**config.mk**
```make
export PLATFORM = sky130hd
export DESIGN_NAME = serial_unit_i2c_status_control
export DESIGN_NICKNAME = d
export VERILOG_FILES = /design/src/serial_unit_pkg.sv /design/src/line_sampler.sv /design/src/serial_unit_i2c_status_control.sv
export SDC_FILE = /design/constraint.sdc
export NUM_CORES = 1
export LEC_CHECK = 0
export BUFFER_PORTS_ARGS = -buffer_cell sky130_fd_sc_hd__buf_2
export CAP_MARGIN = 30
export CORE_AREA = 2 2 110 112
export DETAILED_ROUTE_END_ITERATION = 12
export DIE_AREA = 0 0 112 114
export GPL_TIMING_DRIVEN = 0
export PLACE_DENSITY = 0.83
export SKIP_CTS_REPAIR_TIMING = 1
export SLEW_MARGIN = 20
export SYNTH_ARGS = -nofsm -noshare
export SYNTH_HDL_FRONTEND = slang
export SYNTH_SLANG_ARGS = --single-unit
```
**constraint.sdc**
```tcl
create_clock -name hclk -period 2.73 [get_ports hclk]
set_input_delay 0.1365 -clock hclk [delete_from_list [all_inputs] [get_ports hclk]]
set_output_delay 0.1365 -clock hclk [all_outputs]
set_load 0.01 [all_outputs]
```
**src/serial_unit_pkg.sv**
```systemverilog
`default_nettype none
package serial_unit_pkg;
  // register indices; byte address is four times the index
  localparam logic [7:0] IDX_I2C_CONTROL = 8'hdc;
  localparam logic [7:0] IDX_OWN_ADDRESS = 8'hdd;
  localparam logic [7:0] IDX_UART_SPI_STATUS = 8'he1;
  localparam logic [7:0] IDX_I2C_BUS_STATUS = 8'he2;
  localparam logic [7:0] IDX_DATA_BUFFER = 8'he3;
  localparam logic [7:0] IDX_IRQ_STATUS = 8'hf0;
  localparam logic [7:0] IDX_IRQ_MASK = 8'hf1;

  localparam logic [7:0] I2C_CONTROL_RST = 8'h00;
  localparam logic [7:0] OWN_ADDRESS_RST = 8'h00;
  localparam logic [7:0] UART_SPI_STATUS_RST = 8'h80;
  localparam logic [7:0] I2C_BUS_STATUS_RST = 8'h00;
  localparam logic [7:0] DATA_BUFFER_RST = 8'h00;
  localparam logic [3:0] IRQ_RST = 4'h0;

  // i2c_control_four bit positions
  localparam int CR_IRQ_FLAG = 7;
  localparam int CR_LOGIC_INIT = 5;
  localparam int CR_IRQ_EN = 4;
  localparam int CR_ACK_EN = 3;
  localparam int CR_ROLE = 2;
  localparam int CR_STOP = 1;
  localparam int CR_START = 0;
  // own_address_register: address in [7:1], general call enable in [0]
  localparam int OA_GCE = 0;
  // uart_spi_status positions of software-written bits
  localparam int US_TX_DONE = 6;
  localparam int US_WAKE = 4;
  localparam int US_SOFT_RESET = 3;
  // irq status / mask bits
  localparam int IRQ_RX = 0;
  localparam int IRQ_TX_DONE = 1;
  localparam int IRQ_TX_EMPTY = 2;
  localparam int IRQ_I2C = 3;

  localparam logic [7:0] GENERAL_CALL_ADDR = 8'h00;
  localparam logic [3:0] ACK_SLOT = 4'd8;

  localparam int CLK_PERIOD_NS = 100;
  localparam int SCL_HALF_NS = 5000;
  localparam logic [7:0] SCL_HALF_CYCLES =
    8'((SCL_HALF_NS + CLK_PERIOD_NS - 1) / CLK_PERIOD_NS - 1);

  typedef struct packed {
    logic tx_empty;
    logic tx_done;
    logic rx_complete;
    logic wake;
    logic soft_reset;
    logic overrun;
    logic framing_err;
    logic parity_err;
  } uart_spi_status_t;

  typedef struct packed {
    logic gc_or_address_ack;
    logic byte_done;
    logic stop_seen;
    logic slave_selected;
    logic arb_lost;
    logic bus_busy;
    logic transmitter;
    logic ack_received;
  } i2c_bus_status_t;

  typedef struct packed {
    logic [7:0] data;
    logic framing_err;
    logic parity_err;
  } rx_frame_t;

  typedef struct packed {
    logic scl;
    logic sda;
    logic scl_rise;
    logic scl_fall;
    logic start;
    logic stop;
  } line_events_t;

  typedef enum logic [2:0] {M_IDLE, M_START, M_RUN, M_PREP, M_HIGH} master_state_t;
endpackage
`default_nettype wire

```
**src/line_sampler.sv**
```systemverilog
`timescale 1ns/1ps
`default_nettype none
module line_sampler (
  input wire logic hclk,
  input wire logic hresetn,
  input wire logic scl_in,
  input wire logic sda_in,
  output serial_unit_pkg::line_events_t ev
);
  import serial_unit_pkg::*;

  logic [1:0] pin_raw;
  logic [1:0] sync_bits;
  logic [1:0] prev_bits;

  assign pin_raw = {scl_in, sda_in};

  genvar i;
  for (i = 0; i < 2; i++) begin : g_sync
    logic meta_reg;
    logic sync_reg;
    logic prev_reg;
    // idle bus lines are high, so reset to one avoids a false edge
    always_ff @(posedge hclk or negedge hresetn) begin
      if (!hresetn) begin
        meta_reg <= 1'b1;
        sync_reg <= 1'b1;
        prev_reg <= 1'b1;
      end else begin
        meta_reg <= pin_raw[i];
        sync_reg <= meta_reg;
        prev_reg <= sync_reg;
      end
    end
    assign sync_bits[i] = sync_reg;
    assign prev_bits[i] = prev_reg;
  end

  always_comb begin
    ev.scl = sync_bits[1];
    ev.sda = sync_bits[0];
    ev.scl_rise = sync_bits[1] & ~prev_bits[1];
    ev.scl_fall = ~sync_bits[1] & prev_bits[1];
    ev.start = sync_bits[1] & prev_bits[1] & prev_bits[0] & ~sync_bits[0];
    ev.stop = sync_bits[1] & prev_bits[1] & ~prev_bits[0] & sync_bits[0];
  end
endmodule
`default_nettype wire

```
**src/serial_unit_i2c_status_control.sv**
```systemverilog
`timescale 1ns/1ps
`default_nettype none
// Overview of operation
// - ack slot driven low on match, gcall, receiver
// - rx complete while unread data buffered
// - unit soft reset clears unit, self-clears
// - overrun set; frames dropped while set
// - overrun held until data buffer read
// - slave: status bit flags general call
// - master: same bit flags address ack
// - master arbitration lost status bit
// - bus busy zero idle, one busy
// - bus status write clears event bits
// - i2c interrupt holds scl low outside stop mode
// - gcall, byte done, arb lost raise interrupt
// - irq flag set, cleared by status write
// - general call enable accepts general calls
module serial_unit_i2c_status_control (
  input wire logic hclk,
  input wire logic hresetn,
  input wire logic hsel,
  input wire logic [31:0] haddr,
  input wire logic [1:0] htrans,
  input wire logic hwrite,
  input wire logic [2:0] hsize,
  input wire logic [31:0] hwdata,
  input wire logic hready,
  output logic [31:0] hrdata,
  output logic hreadyout,
  output logic hresp,
  input wire logic scl_in,
  output logic scl_out,
  output logic scl_oe_n,
  input wire logic sda_in,
  output logic sda_out,
  output logic sda_oe_n,
  input wire logic stop_mode,
  input wire logic rx_frame_valid,
  input wire serial_unit_pkg::rx_frame_t rx_frame,
  input wire logic wake_event,
  input wire logic tx_take,
  input wire logic tx_frame_done,
  input wire logic tx_irq_ack,
  output logic [7:0] tx_data,
  output logic i2c_irq,
  output logic irq
);
  import serial_unit_pkg::*;

  line_events_t ev;
  logic acc_valid_reg, acc_write_reg;
  logic [7:0] acc_idx_reg;
  logic [31:0] hrdata_reg;
  logic [7:0] rd_value, wdata;
  logic take, addr_ok, rd_take;
  logic wr_ctrl, wr_own, wr_us, wr_bs, wr_data, wr_mask;
  logic rd_data_buffer, rd_irq_status;
  uart_spi_status_t us_reg;
  i2c_bus_status_t bs_reg;
  logic [7:0] rx_data_reg, tx_data_reg, own_addr_reg;
  logic init_reg, irq_en_reg, ack_en_reg, start_pend_reg, stop_pend_reg;
  logic i2c_irq_flag_reg, i2c_clr, unit_clr, rx_load;
  logic [3:0] irq_st_reg, irq_mask_reg, irq_events;
  logic in_frame_reg, first_byte_reg, addressed_reg, ack_pending_reg;
  logic [3:0] bit_cnt_reg;
  logic [7:0] shift_reg, tx_shift_reg;
  logic ev_addr_done, ev_byte_done, ev_ack_sample, ev_arb_lost;
  logic addr_match, gcall_hit, gc_set, i2c_event;
  logic role_reg, m_sda_low_reg, m_scl_low_reg, stop_is_reg;
  master_state_t mstate;
  logic [7:0] div_reg;
  logic scl_hold, tick, launch_first, go_prep, clr_start, clr_stop;
  logic sda_tx_low, sda_ack_low;

  line_sampler u_line_sampler (
    .hclk(hclk),
    .hresetn(hresetn),
    .scl_in(scl_in),
    .sda_in(sda_in),
    .ev(ev)
  );

  // bus slave: zero wait states, read data captured at the address edge
  assign take = hsel & htrans[1] & hready;
  assign addr_ok = (haddr[31:10] == 22'h0) && (haddr[1:0] == 2'b00) && (hsize == 3'b010);
  assign rd_take = take & ~hwrite & addr_ok;
  assign rd_data_buffer = rd_take && (haddr[9:2] == IDX_DATA_BUFFER);
  assign rd_irq_status = rd_take && (haddr[9:2] == IDX_IRQ_STATUS);
  assign wdata = hwdata[7:0];
  assign wr_ctrl = acc_valid_reg & acc_write_reg & (acc_idx_reg == IDX_I2C_CONTROL);
  assign wr_own = acc_valid_reg & acc_write_reg & (acc_idx_reg == IDX_OWN_ADDRESS);
  assign wr_us = acc_valid_reg & acc_write_reg & (acc_idx_reg == IDX_UART_SPI_STATUS);
  assign wr_bs = acc_valid_reg & acc_write_reg & (acc_idx_reg == IDX_I2C_BUS_STATUS);
  assign wr_data = acc_valid_reg & acc_write_reg & (acc_idx_reg == IDX_DATA_BUFFER);
  assign wr_mask = acc_valid_reg & acc_write_reg & (acc_idx_reg == IDX_IRQ_MASK);
  assign hreadyout = 1'b1;
  assign hresp = 1'b0;
  assign hrdata = hrdata_reg;

  always_comb begin
    rd_value = 8'h00;
    if (haddr[9:2] == IDX_I2C_CONTROL) begin
      rd_value = {i2c_irq_flag_reg, 1'b0, init_reg, irq_en_reg, ack_en_reg, role_reg,
                  stop_pend_reg, start_pend_reg};
    end else if (haddr[9:2] == IDX_OWN_ADDRESS) begin
      rd_value = own_addr_reg;
    end else if (haddr[9:2] == IDX_UART_SPI_STATUS) begin
      rd_value = us_reg;
    end else if (haddr[9:2] == IDX_I2C_BUS_STATUS) begin
      rd_value = bs_reg;
    end else if (haddr[9:2] == IDX_DATA_BUFFER) begin
      rd_value = rx_data_reg;
    end else if (haddr[9:2] == IDX_IRQ_STATUS) begin
      rd_value = {4'h0, irq_st_reg};
    end else if (haddr[9:2] == IDX_IRQ_MASK) begin
      rd_value = {4'h0, irq_mask_reg};
    end
  end

  always_ff @(posedge hclk or negedge hresetn) begin
    if (!hresetn) begin
      acc_valid_reg <= 1'b0;
      acc_write_reg <= 1'b0;
      acc_idx_reg <= 8'h00;
      hrdata_reg <= 32'h0;
    end else begin
      acc_valid_reg <= take & addr_ok;
      acc_write_reg <= hwrite;
      acc_idx_reg <= haddr[9:2];
      if (rd_take) begin
        hrdata_reg <= {24'h0, rd_value};
      end
    end
  end

  // control register; the init bit is a one-cycle pulse that reads back as set only during that cycle
  assign i2c_clr = init_reg | us_reg.soft_reset;
  always_ff @(posedge hclk or negedge hresetn) begin
    if (!hresetn) begin
      {init_reg, irq_en_reg, ack_en_reg} <= I2C_CONTROL_RST[CR_LOGIC_INIT:CR_ACK_EN];
      start_pend_reg <= I2C_CONTROL_RST[CR_START];
      stop_pend_reg <= I2C_CONTROL_RST[CR_STOP];
      own_addr_reg <= OWN_ADDRESS_RST;
    end else begin
      init_reg <= wr_ctrl & wdata[CR_LOGIC_INIT];
      if (i2c_clr) begin
        irq_en_reg <= I2C_CONTROL_RST[CR_IRQ_EN];
        ack_en_reg <= I2C_CONTROL_RST[CR_ACK_EN];
        start_pend_reg <= I2C_CONTROL_RST[CR_START];
        stop_pend_reg <= I2C_CONTROL_RST[CR_STOP];
        own_addr_reg <= OWN_ADDRESS_RST;
      end else begin
        if (wr_ctrl) begin
          irq_en_reg <= wdata[CR_IRQ_EN];
          ack_en_reg <= wdata[CR_ACK_EN];
        end
        // writing zero leaves a pending command in place
        start_pend_reg <= (wr_ctrl & wdata[CR_START]) | (start_pend_reg & ~clr_start);
        stop_pend_reg <= (wr_ctrl & wdata[CR_STOP]) | (stop_pend_reg & ~clr_stop);
        if (wr_own) begin
          own_addr_reg <= wdata;
        end
      end
    end
  end

  // uart/spi status and one-entry receive buffer
  assign unit_clr = us_reg.soft_reset;
  assign rx_load = rx_frame_valid & ~us_reg.overrun & ~(us_reg.rx_complete & ~rd_data_buffer);
  assign tx_data = tx_data_reg;
  always_ff @(posedge hclk or negedge hresetn) begin
    if (!hresetn) begin
      us_reg <= uart_spi_status_t'(UART_SPI_STATUS_RST);
      rx_data_reg <= DATA_BUFFER_RST;
      tx_data_reg <= DATA_BUFFER_RST;
    end else if (unit_clr) begin
      us_reg <= uart_spi_status_t'(UART_SPI_STATUS_RST);
      rx_data_reg <= DATA_BUFFER_RST;
      tx_data_reg <= DATA_BUFFER_RST;
    end else begin
      us_reg.soft_reset <= wr_us & wdata[US_SOFT_RESET];
      if (rx_load) begin
        rx_data_reg <= rx_frame.data;
        us_reg.rx_complete <= 1'b1;
        us_reg.framing_err <= rx_frame.framing_err;
        us_reg.parity_err <= rx_frame.parity_err;
      end else if (rx_frame_valid && !us_reg.overrun) begin
        us_reg.overrun <= 1'b1;
      end else if (rd_data_buffer) begin
        us_reg.rx_complete <= 1'b0;
        us_reg.overrun <= 1'b0;
        us_reg.framing_err <= 1'b0;
        us_reg.parity_err <= 1'b0;
      end
      if (wr_data) begin
        tx_data_reg <= wdata;
        us_reg.tx_empty <= 1'b0;
      end else if (tx_take) begin
        us_reg.tx_empty <= 1'b1;
      end
      if (tx_frame_done) begin
        us_reg.tx_done <= 1'b1;
      end else if (tx_irq_ack || (wr_us && !wdata[US_TX_DONE])) begin
        us_reg.tx_done <= 1'b0;
      end
      if (wake_event) begin
        us_reg.wake <= 1'b1;
      end else if (wr_us && !wdata[US_WAKE]) begin
        us_reg.wake <= 1'b0;
      end
    end
  end

  // byte engine follows the sampled scl whoever drives it
  assign ev_addr_done = in_frame_reg & ev.scl_fall & (bit_cnt_reg == ACK_SLOT - 4'd1);
  assign ev_byte_done = in_frame_reg & ev.scl_fall & (bit_cnt_reg == ACK_SLOT);
  assign ev_ack_sample = in_frame_reg & ev.scl_rise & (bit_cnt_reg == ACK_SLOT);
  assign ev_arb_lost = role_reg & in_frame_reg & (mstate == M_RUN) & ev.scl_rise &
                       (bit_cnt_reg < ACK_SLOT) & bs_reg.transmitter & tx_shift_reg[7] &
                       ~ev.sda;
  assign addr_match = shift_reg[7:1] == own_addr_reg[7:1];
  assign gcall_hit = (shift_reg == GENERAL_CALL_ADDR) & own_addr_reg[OA_GCE];
  // slave event waits for the ninth fall so the scl hold never cuts the ack clock
  assign gc_set = (ev_byte_done & first_byte_reg & ~role_reg & gcall_hit) |
                  (ev_ack_sample & first_byte_reg & role_reg & ~ev.sda);
  assign i2c_event = ev_byte_done | gc_set | ev_arb_lost;

  always_ff @(posedge hclk or negedge hresetn) begin
    if (!hresetn) begin
      bs_reg <= i2c_bus_status_t'(I2C_BUS_STATUS_RST);
      i2c_irq_flag_reg <= 1'b0;
      in_frame_reg <= 1'b0;
      first_byte_reg <= 1'b0;
      addressed_reg <= 1'b0;
      ack_pending_reg <= 1'b0;
      bit_cnt_reg <= 4'd0;
      shift_reg <= 8'h00;
      tx_shift_reg <= 8'hff;
    end else if (i2c_clr) begin
      bs_reg <= i2c_bus_status_t'(I2C_BUS_STATUS_RST);
      i2c_irq_flag_reg <= 1'b0;
      in_frame_reg <= 1'b0;
      first_byte_reg <= 1'b0;
      addressed_reg <= 1'b0;
      ack_pending_reg <= 1'b0;
      bit_cnt_reg <= 4'd0;
      shift_reg <= 8'h00;
      tx_shift_reg <= 8'hff;
    end else begin
      // a new event wins over a clearing write in the same cycle
      i2c_irq_flag_reg <= i2c_event | (i2c_irq_flag_reg & ~wr_bs);
      bs_reg.byte_done <= ev_byte_done | (bs_reg.byte_done & ~wr_bs);
      bs_reg.stop_seen <= ev.stop | (bs_reg.stop_seen & ~wr_bs);
      bs_reg.arb_lost <= ev_arb_lost | (bs_reg.arb_lost & ~wr_bs);
      bs_reg.ack_received <= (ev_ack_sample & ~ev.sda) | (bs_reg.ack_received & ~wr_bs);
      bs_reg.slave_selected <= (ev_addr_done & first_byte_reg & ~role_reg &
                                (addr_match | gcall_hit)) | (bs_reg.slave_selected & ~wr_bs);
      if (ev.start) begin
        bs_reg.bus_busy <= 1'b1;
        bs_reg.gc_or_address_ack <= 1'b0;
        bs_reg.transmitter <= role_reg;
        in_frame_reg <= 1'b1;
        first_byte_reg <= 1'b1;
        addressed_reg <= 1'b0;
        ack_pending_reg <= 1'b0;
        // the start's own scl fall wraps this to zero, so it is not counted as a bit
        bit_cnt_reg <= 4'hf;
        tx_shift_reg <= tx_data_reg;
      end else if (ev.stop) begin
        bs_reg.bus_busy <= 1'b0;
        bs_reg.transmitter <= 1'b0;
        in_frame_reg <= 1'b0;
        addressed_reg <= 1'b0;
      end else if (in_frame_reg) begin
        if (gc_set) begin
          bs_reg.gc_or_address_ack <= 1'b1;
        end
        if (ev.scl_rise && bit_cnt_reg < ACK_SLOT) begin
          shift_reg <= {shift_reg[6:0], ev.sda};
        end
        if (ev_addr_done) begin
          if (first_byte_reg && !role_reg) begin
            addressed_reg <= addr_match | gcall_hit;
            ack_pending_reg <= ack_en_reg & (addr_match | gcall_hit);
          end else begin
            ack_pending_reg <= ack_en_reg & ~bs_reg.transmitter & (addressed_reg | role_reg);
          end
        end
        if (ev.scl_fall) begin
          if (bit_cnt_reg == ACK_SLOT) begin
            bit_cnt_reg <= 4'd0;
            first_byte_reg <= 1'b0;
            ack_pending_reg <= 1'b0;
            tx_shift_reg <= tx_data_reg;
            if (first_byte_reg) begin
              bs_reg.transmitter <= role_reg ? ~shift_reg[0] : (addressed_reg & shift_reg[0]);
            end
          end else begin
            bit_cnt_reg <= bit_cnt_reg + 4'd1;
            tx_shift_reg <= (bit_cnt_reg == 4'hf) ? tx_shift_reg : {tx_shift_reg[6:0], 1'b1};
          end
        end
      end
    end
  end

  // master sequencer: scl divider plus start, stop and repeated start
  assign scl_hold = i2c_irq_flag_reg & ~stop_mode;
  assign tick = (div_reg == 8'd0) & ~scl_hold;
  assign launch_first = (mstate == M_IDLE) & start_pend_reg & ~bs_reg.bus_busy;
  assign go_prep = (mstate == M_RUN) & tick & m_scl_low_reg & (bit_cnt_reg == 4'd0) &
                   (start_pend_reg | stop_pend_reg);
  assign clr_start = launch_first | (go_prep & ~stop_pend_reg);
  assign clr_stop = go_prep & stop_pend_reg;

  always_ff @(posedge hclk or negedge hresetn) begin
    if (!hresetn) begin
      mstate <= M_IDLE;
      role_reg <= 1'b0;
      m_sda_low_reg <= 1'b0;
      m_scl_low_reg <= 1'b0;
      stop_is_reg <= 1'b0;
      div_reg <= 8'd0;
    end else if (i2c_clr || ev_arb_lost) begin
      mstate <= M_IDLE;
      role_reg <= 1'b0;
      m_sda_low_reg <= 1'b0;
      m_scl_low_reg <= 1'b0;
      stop_is_reg <= 1'b0;
      div_reg <= 8'd0;
    end else begin
      if (div_reg != 8'd0 && !scl_hold) begin
        div_reg <= div_reg - 8'd1;
      end
      case (mstate)
        M_IDLE: begin
          if (launch_first) begin
            role_reg <= 1'b1;
            m_sda_low_reg <= 1'b1;
            div_reg <= SCL_HALF_CYCLES;
            mstate <= M_START;
          end
        end
        M_START: begin
          if (tick) begin
            m_scl_low_reg <= 1'b1;
            m_sda_low_reg <= 1'b0;
            div_reg <= SCL_HALF_CYCLES;
            mstate <= M_RUN;
          end
        end
        M_RUN: begin
          if (go_prep) begin
            m_sda_low_reg <= stop_pend_reg;
            stop_is_reg <= stop_pend_reg;
            div_reg <= SCL_HALF_CYCLES;
            mstate <= M_PREP;
          end else if (tick) begin
            m_scl_low_reg <= ~m_scl_low_reg;
            div_reg <= SCL_HALF_CYCLES;
          end
        end
        M_PREP: begin
          if (tick) begin
            m_scl_low_reg <= 1'b0;
            div_reg <= SCL_HALF_CYCLES;
            mstate <= M_HIGH;
          end
        end
        M_HIGH: begin
          if (tick) begin
            m_sda_low_reg <= ~stop_is_reg;
            div_reg <= SCL_HALF_CYCLES;
            role_reg <= ~stop_is_reg;
            mstate <= stop_is_reg ? M_IDLE : M_START;
          end
        end
        default: mstate <= M_IDLE;
      endcase
    end
  end

  // open-drain pins: enable low means pulling the line low
  assign sda_tx_low = in_frame_reg & bs_reg.transmitter & (bit_cnt_reg < ACK_SLOT) &
                      ~tx_shift_reg[7] & (~role_reg | (mstate == M_RUN));
  assign sda_ack_low = in_frame_reg & (bit_cnt_reg == ACK_SLOT) & ack_pending_reg;
  assign scl_out = 1'b0;
  assign sda_out = 1'b0;
  // the hold ends when software writes the bus status register
  assign scl_oe_n = ~(m_scl_low_reg | scl_hold);
  assign sda_oe_n = ~(m_sda_low_reg | sda_tx_low | sda_ack_low);
  assign i2c_irq = i2c_irq_flag_reg & irq_en_reg;

  // sticky interrupt status, cleared by reading it; set wins
  always_comb begin
    irq_events = 4'h0;
    irq_events[IRQ_RX] = rx_load;
    irq_events[IRQ_TX_DONE] = tx_frame_done;
    irq_events[IRQ_TX_EMPTY] = tx_take;
    irq_events[IRQ_I2C] = i2c_event & irq_en_reg;
  end
  always_ff @(posedge hclk or negedge hresetn) begin
    if (!hresetn) begin
      irq_st_reg <= IRQ_RST;
      irq_mask_reg <= IRQ_RST;
    end else begin
      irq_st_reg <= (rd_irq_status ? 4'h0 : irq_st_reg) | irq_events;
      if (wr_mask) begin
        irq_mask_reg <= wdata[3:0];
      end
    end
  end
  assign irq = |(irq_st_reg & irq_mask_reg);
endmodule
`default_nettype wire

```
==> impl_metrics.json, run 1 <==
{
  "ys_top_cells_by_area": "dfrtp_1, mux2i_1, dfstp_2",
  "start_util": 0.532,
  "wl_mm": 16.7,
  "p_leak_nw": 3.85,
  "hold_viol_final": 3,
  "synth_warnings": 0,
  "ys_types": 77,
  "finalClockSkew_ns": 0.0128,
  "totalPowerFinal_w": 0.00591,
  "period_share": 0.798,
  "grt_setup_unrepaired": "no",
  "violations": "negative hold slack",
  "seq_area_frac_synth": 0.469,
  "grt_antenna_before_repair": 1,
  "htreeDepth": 4,
  "dieArea_um2": 12800,
  "drc": 0,
  "max_slew_margin": 0.464,
  "holdWs_ns": -0.0153,
  "drt_iter0_markers": 463,
  "synth_edf_count": 0,
  "critPathSlowestCell": "nor3b_1",
  "rows": 40,
  "synth_most_common_cell": "dfrtp_1",
  "core-area_um2": 11700,
  "grt_pass1_wl_mm": 26.2,
  "setup_tns_ns": 0,
  "ys.flop_type": "dfrtp_1",
  "slew_viol_final": 0,
  "end_kind": "register",
  "n_fill_cell": 896,
  "outcome": "complete, but fails checks",
  "min_path_type": "in2reg",
  "synth.top_cell.area_share": 0.406,
  "dp_hpwl_mm": 11.9,
  "worst-path-buf-inv": 1,
  "tightest_slew_ns": 0.805,
  "fp.dieH_um": 114,
  "layout.cells.non_filler": 940,
  "cts_sinks": 116,
  "dpl.cell_count": 884,
  "powerDensity_nw_per_um2": 756,
  "maxCapViolCount": 0,
  "avgRoutedWirePerCell_um": 17.8,
  "cp_top_family": "simple AND/OR/NAND/NOR gates",
  "path_cells": "inv_1 -> ha_1 -> nor3b_1 -> nand3b_2 -> maj3_2 -> a31oi_4 -> a211oi_1",
  "drive_gt1_frac": 0.253,
  "viasPerCell": 5.76,
  "cts_buffers": 17,
  "nNetsFinal": 875,
  "io_pins": 140,
  "crit_type": "reg2reg",
  "overflow": 0,
  "clk_latency_ns": 0.42,
  "cp_max_fo": 9,
  "cp.arrival_ns": 2.46,
  "netlist_area_um2": 6230,
  "yosysTopAreaCell": "dfrtp_1",
  "grt_pass1_vias": 5193,
  "seqCellArea_um2": 2920,
  "dieWidth_um": 112,
  "synth_cells": 624,
  "setup_violations": 0,
  "multi_input_area_um2": 3020,
  "clk_pin_slew_worst_paths_ns": 0.05,
  "num_vias": 5414,
  "track_usage": 0.262,
  "dr.pass1.iters": 5,
  "worst-r2r-setup-slack_ns": 0.55,
  "critPathMaxStageDelay_ns": 0.43,
  "ant_nets": 0,
  "root_buffer": "clkbuf_16",
  "crit_path_start_kind": "register",
  "area_growth_pct": 25.5,
  "portBuffers": 86,
  "synthArstFlopShare": 1.00,
  "worstPathRequired_ns": 3.01,
  "clock_path_buffers": 2,
  "cts_tree": "done",
  "synthTopCellsByCount": "dfrtp_1, nor2_1, nand2_1",
  "fmaxAchievable_mhz": 459,
  "vdd_ir_drop_max_mv": 0.496,
  "synth_seq_cells": 116,
  "finish.instance_area_um2": 7820,
  "grt_max_degree": 85,
  "synth_area_per_cell_um2": 9.99,
  "min_period_ns": 2.18,
  "place.gp.congestion": 0.918,
  "place_area_um2": 6980
}
==> final timing paths <==
check / from / endpoint / depth (start not counted)
worst max-delay path: div_reg[0] / div_reg[1] / 7
worst max register to register: div_reg[0] / div_reg[1] / 7
min in group asynchronous: hresetn / mstate[1] / 2
worst min-delay path: rx_frame[6] / rx_data_reg[4] / 3
max in group asynchronous: hresetn / tx_shift_reg[5] / 3
worst min register to register: u_line_sampler.g_sync[0].meta_reg / u_line_sampler.g_sync[0].sync_reg / 0
==> through the flow <==
stage	util	setup WS, ns
global route	0.668	0.373
finish	0.668	0.552
detailed placement	0.596	0.576
floorplan	-	0.804
CTS	0.648	0.566
global placement	0.593	0.229
==> routing by layer <==
metal | GRT usage | share of wire
met5 | 0 | 0
met4 | 0.102 | 0.018
met3 | 0.0670 | 0.072
met2 | 0.434 | 0.50
met1 | 0.334 | 0.41
==> layout make-up <==
type | count | share of cell area
multi-input cells | 464 | 0.386
clock inverters | 10 | 0.0200
inverters | 13 | 0.00624
diodes | 1 | 0.000320
well taps | 147 | 0.0235
plain buffers | 57 | 0.0440
clock buffers | 22 | 0.0581
flip-flops and latches | 116 | 0.374
repair buffers | 110 | 0.0888
==> power breakdown <==
group	internal (W)	total, W	leakage [nW]	switching, W
logic	0.000591	0.00132	2.13	0.000731
clock network	0.00154	0.00229	0.298	0.000749
registers	0.00203	0.00230	1.42	0.000268
total	0.00416	0.00591	3.85	0.00175
==> placed cells by master (no fill, tap or decap), drive strengths merged, types with 5 or more instances in the layout <==
cell type,instances
dlygate4sd3,23
conb,28
nand3b,7
a21oi,42
dfrtp,101
and2,7
o21ai,21
nand3,13
nor4,10
xor2,10
nand2b,8
clkinv,6
a31oi,8
a22o,10
nor2,66
mux2,10
inv,12
nor3b,8
o22ai,5
xnor2,5
nor2b,13
nand4,9
nor3,14
clkbuf,40
mux2i,42
dfstp,15
buf,126
or3,5
a21o,5
nand2,47
==> kinds of logic after synthesis <==
| kind of cell | after synthesis | share of synthesized area |
|---|---|---|
| buffers and inverters | 70 | 0.0630 |
| other | 2 | 0.00121 |
| AOI/OAI and AO/OA | 134 | 0.146 |
| xor gates and xnor gates | 15 | 0.0211 |
| adders and majority gates | 5 | 0.00984 |
| DFF | 116 | 0.469 |
| and+or+nand+nor | 230 | 0.204 |
| muxes | 52 | 0.0855 |
==> worst register-to-register path, delay by kind of cell (launching register included) <==
family          cells  cell delay [ns]
buf+inv             1             0.09
fa+ha+maj           2             0.54
compound gates      2             0.34
flops               1             0.39
simple gates        2             0.69
(Power assumes the default switching activity.)
==> run 2, diff against run 1 <==
Clock period 2.73 ns to 2.1 ns, I/O delays scaled along.
==> impl_metrics.json, run 2 (synthesis results as in run 1) <==
{
  "min_period_ns": 2.05,
  "max_slew_margin": 0.482,
  "slew_viol_final": 0,
  "cp.arrival_ns": 1.94,
  "cp_top_family": "flip-flops",
  "cts_buffers": 17,
  "clock_path_buffers": 2,
  "clk_latency_ns": 0.42,
  "num_vias": 5509,
  "p_sw_w": 0.00230,
  "cts_tree": "done",
  "busiest_layer": "met2",
  "dieArea_um2": 12800,
  "period_share": 0.975,
  "outcome": "complete, but fails checks",
  "overflow": 0,
  "met2_usage": 0.434,
  "worst-r2r-setup-slack_ns": 0.11,
  "avgRoutedWirePerCell_um": 17.8,
  "path_depth": 6,
  "setup_tns_ns": 0,
  "powerDensity_nw_per_um2": 971,
  "wl_mm": 16.9,
  "core-area_um2": 11700,
  "final_common_cell": "dfrtp_1",
  "viasPerCell": 5.78,
  "p_clk_frac": 0.385,
  "htreeDepth": 4,
  "tightest_slew_ns": 0.777,
  "clk_pin_slew_worst_paths_ns": 0.05,
  "start_util": 0.532,
  "end_kind": "output port",
  "portBuffers": 86,
  "finish.instance_area_um2": 7980,
  "track_usage": 0.262,
  "layout_common_cells": "dfrtp_1, buf_2, nor2_1",
  "min_path_type": "in2reg",
  "place_ws_ns": -0.0539,
  "hold_depth": 3,
  "area_growth_pct": 28.1,
  "dp_hpwl_mm": 11.9,
  "ant_nets": 0,
  "grt_antenna_before_repair": 1,
  "dieWidth_um": 112,
  "finalClockSkew_ns": 0.0137,
  "grt_use_met1": 0.334,
  "drc": 0,
  "use_met3": 0.0670,
  "drt_iter0_markers": 532,
  "place_area_um2": 6980,
  "p_int_w": 0.00545,
  "path_cells": "inv_1 -> ha_1 -> and3b_1 -> a32o_1 -> a21oi_1 -> buf_2",
  "worst_slack_ns": 0.0525,
  "seqPwrFrac": 0.388,
  "grt_pass1_wl_mm": 26.2,
  "maxCapViolCount": 0,
  "ff2ff_path_depth": 6,
  "swShare": 0.297,
  "worst-path-buf-inv": 2,
  "crit_path_start_kind": "register",
  "cp_max_fo": 5,
  "fmaxAchievable_mhz": 488,
  "final_util": 0.682,
  "setup_violations": 0,
  "grt_max_degree": 85,
  "hold_viol_final": 3,
  "root_buffer": "clkbuf_16",
  "drive_gt1_frac": 0.257,
  "place.gp.congestion": 0.918,
  "p_leak_nw": 3.93,
  "dr.pass1.iters": 5,
  "nNetsFinal": 888,
  "fp.dieH_um": 114,
  "p_comb_frac": 0.227,
  "crit_type": "reg2out",
  "worstPathRequired_ns": 2.00,
  "critPathSlowestCell": "dfrtp_1",
  "vdd_ir_drop_max_mv": 0.668,
  "rows": 40,
  "critPathMaxStageDelay_ns": 0.40,
  "cts_sinks": 116,
  "grt_pass1_vias": 5193,
  "io_pins": 140,
  "violations": "negative hold slack",
  "holdWs_ns": -0.0280
}
run 2: cell types whose count changed in the layout (fill, tap and decap cells not counted), sizes merged:
cell,change
buf,+3
dlygate4sd3,+12
clkbuf,-2
run 2: final timing paths:
path                                                   start                                end
max                                           bit_cnt_reg[0]                           sda_oe_n
min                                                hwdata[7]                         tx_data[7]
max reg2reg                                       div_reg[2]                          mstate[1]
min reg2reg                u_line_sampler.g_sync[0].meta_reg  u_line_sampler.g_sync[0].sync_reg
max in group asynchronous                            hresetn                    tx_shift_reg[5]
min in group asynchronous                            hresetn                          mstate[1]
run 2: area by class of cell:
type	instances	area [um^2]
Antenna cell	1	2.50
Buffer	55	338
Clock buffer	22	454
Clock inverter	10	156
Fill cell	882	3730
Inverter	13	48.8
Multi-Input combinational cell	464	3040
Sequential cell	116	2920
Tap cell	147	184
Timing Repair Buffer	125	837
run 2: per-stage QoR:
step | power [W] | cells
global route | 0.00813 | 952
finish | 0.00775 | 953
floorplan | 0.00414 | 650
global placement | 0.00453 | 883
detailed placement | 0.00467 | 884
CTS | 0.00768 | 916
run 2: power groups by stage:
| stage | clock network (W) | registers (W) | logic (W) |
|---|---|---|---|
| floorplan | 0 | 0.00290 | 0.00124 |
| global placement | 0 | 0.00298 | 0.00156 |
| detailed placement | 0 | 0.00301 | 0.00165 |
| CTS | 0.00303 | 0.00298 | 0.00167 |
| global route | 0.00313 | 0.00304 | 0.00196 |
| finish | 0.00298 | 0.00301 | 0.00176 |
run 2: tightest hold or removal path: stages:
cell     delay [ns]
buf_2          0.10
mux2i_1        0.06
nor2_1         0.08
run 2: per-layer routing:
metal	up-vias	wire, um
met2	250	8430
met3	34	1370
met5	-	0
li1	2540	-
met1	2685	6790
met4	0	329
==> run 3, diff against run 2 <==
Settings changed: BUFFER_PORTS_ARGS -buffer_cell sky130_fd_sc_hd__buf_2 to -buffer_cell sky130_fd_sc_hd__clkbuf_2, SKIP_LAST_GASP from default to 1.
==> impl_metrics.json, run 3 (synthesis results as in run 1) <==
{
  "drive_gt1_frac": 0.262,
  "avgRoutedWirePerCell_um": 17.9,
  "layout_common_cells": "dfrtp_1, clkbuf_2, nor2_1",
  "maxCapViolCount": 0,
  "num_vias": 5458,
  "setup_violations": 0,
  "cp.arrival_ns": 2.35,
  "drc": 0,
  "powerDensity_nw_per_um2": 974,
  "seqPwrFrac": 0.385,
  "fmaxAchievable_mhz": 497,
  "grt_max_degree": 80,
  "num_antenna_cells": 0,
  "viasPerCell": 5.75,
  "dp_hpwl_mm": 11.8,
  "holdWs_ns": -0.0153,
  "crit_type": "in2reg",
  "wl_met1_mm": 6.94,
  "wl_mm": 16.9,
  "ant_nets": 0,
  "core-area_um2": 11700,
  "area_growth_pct": 27.8,
  "grt_pass1_wl_mm": 25.8,
  "critPathMaxStageDelay_ns": 0.62,
  "clock_path_buffers": 2,
  "path_common_cell": "dlygate4sd3_1",
  "violations": "negative hold slack",
  "portBuffers": 86,
  "max_slew_margin": 0.487,
  "totalPowerFinal_w": 0.00776,
  "clk_latency_ns": 0.42,
  "grt_setup_unrepaired": "yes",
  "nNetsFinal": 885,
  "cts_sinks": 116,
  "met3_length_mm": 1.32,
  "p_leak_nw": 3.94,
  "root_buffer": "clkbuf_16",
  "worst-r2r-setup-slack_ns": 0.11,
  "rows": 40,
  "finalClockSkew_ns": 0.00796,
  "vdd_ir_drop_max_mv": 0.810,
  "swShare": 0.297,
  "p_clk_frac": 0.389,
  "cts_buffers": 17,
  "place_area_um2": 6980,
  "htreeDepth": 4,
  "finish.instance_area_um2": 7970,
  "cp_max_fo": 2,
  "p_int_w": 0.00546,
  "p_comb_frac": 0.227,
  "period_share": 0.959,
  "slew_viol_final": 0,
  "track_usage": 0.259,
  "hold_viol_final": 2,
  "cts_tree": "done",
  "min_path_type": "in2reg",
  "min_period_ns": 2.01,
  "met2_length_mm": 8.36,
  "dieWidth_um": 112,
  "path_cells": "dlygate4sd3_1 -> clkbuf_2 -> nor4_1 -> dlygate4sd3_1 -> nand4_1 -> dlygate4sd3_1 -> nor2_1",
  "worstPathRequired_ns": 2.44,
  "top_layer_used": "met4",
  "io_pins": 140,
  "dieArea_um2": 12800,
  "final_common_cell": "dfrtp_1",
  "tightest_slew_ns": 0.770,
  "dr.pass1.iters": 5,
  "start_util": 0.532,
  "grt_antenna_before_repair": 0,
  "clk_pin_slew_worst_paths_ns": 0.05,
  "fp.dieH_um": 114,
  "p_sw_w": 0.00230,
  "critPathSlowestCell": "dlygate4sd3_1",
  "place.gp.congestion": 0.909,
  "crit_path_start_kind": "input port",
  "drt_iter0_markers": 585,
  "overflow": 0,
  "end_kind": "register",
  "grt_pass1_vias": 5098,
  "outcome": "complete, but fails checks"
}
run 3: cell count changes in the layout (fill, tap and decap cells not counted), sizes merged:
cell         before  now
clkinv            6    4
diode             1    0
bufinv            4    3
buf             129   44
clkbuf           38  126
dlygate4sd3      35   31
clkinvlp          1    2
run 3: cell type report:
type	instances	area (um^2)
timing repair buffer	122	807
tap	147	184
clock buffer	24	502
multi-input combinational	464	3040
sequential	116	2920
inverter	13	48.8
fill	909	3740
buffer	55	338
clock inverter	8	124
run 3: per-layer routing:
| layer | global-route usage | up-vias |
|---|---|---|
| met5 | 0 | - |
| met4 | 0.0894 | 0 |
| met3 | 0.0595 | 29 |
| met2 | 0.427 | 231 |
| met1 | 0.342 | 2666 |
| li1 | - | 2532 |
run 3: critical path: cells and delay by family:
family,cells,cell delay (ns)
AND/OR/NAND/NOR,3,0.42
buffers and inverters,4,1.82
run 3: worst paths after layout:
check,start,endpoint,cells after the start
min,rx_frame_valid,us_reg[2],3
max,haddr[26],acc_valid_reg,7
min in group asynchronous,hresetn,bit_cnt_reg[1],2
max in group asynchronous,hresetn,us_reg[7],3
max reg2reg,div_reg[0],div_reg[1],7
min reg2reg,u_line_sampler.g_sync[1].meta_reg,u_line_sampler.g_sync[1].sync_reg,0
run 3: through the flow:
| stage | hold WS, ns | TNS, ns | instances | util | setup WS (ns) |
|---|---|---|---|---|---|
| 6_report | -0.0153 | 0 | 949 | 0.680 | 0.0870 |
| 5_1_grt | 0.000506 | -0.146 | 949 | 0.680 | -0.0498 |
| 4_1_cts | -0.410 | -0.436 | 916 | 0.649 | -0.0811 |
| 3_5_place_dp | 0.0362 | -0.351 | 884 | 0.596 | -0.0692 |
| 3_3_place_gp | 0.195 | -67.27 | 883 | 0.593 | -0.672 |
| 2_1_floorplan | -0.191 | 0 | 650 | - | 0.174 |
run 3: power by group through the flow:
stage / Clock, W / Combinational, W / Sequential (W)
5_1_grt: 0.00316 / 0.00197 / 0.00302
4_1_cts: 0.00304 / 0.00166 / 0.00297
3_5_place_dp: 0 / 0.00164 / 0.00300
2_1_floorplan: 0 / 0.00124 / 0.00290
6_report: 0.00302 / 0.00176 / 0.00298
3_3_place_gp: 0 / 0.00156 / 0.00298
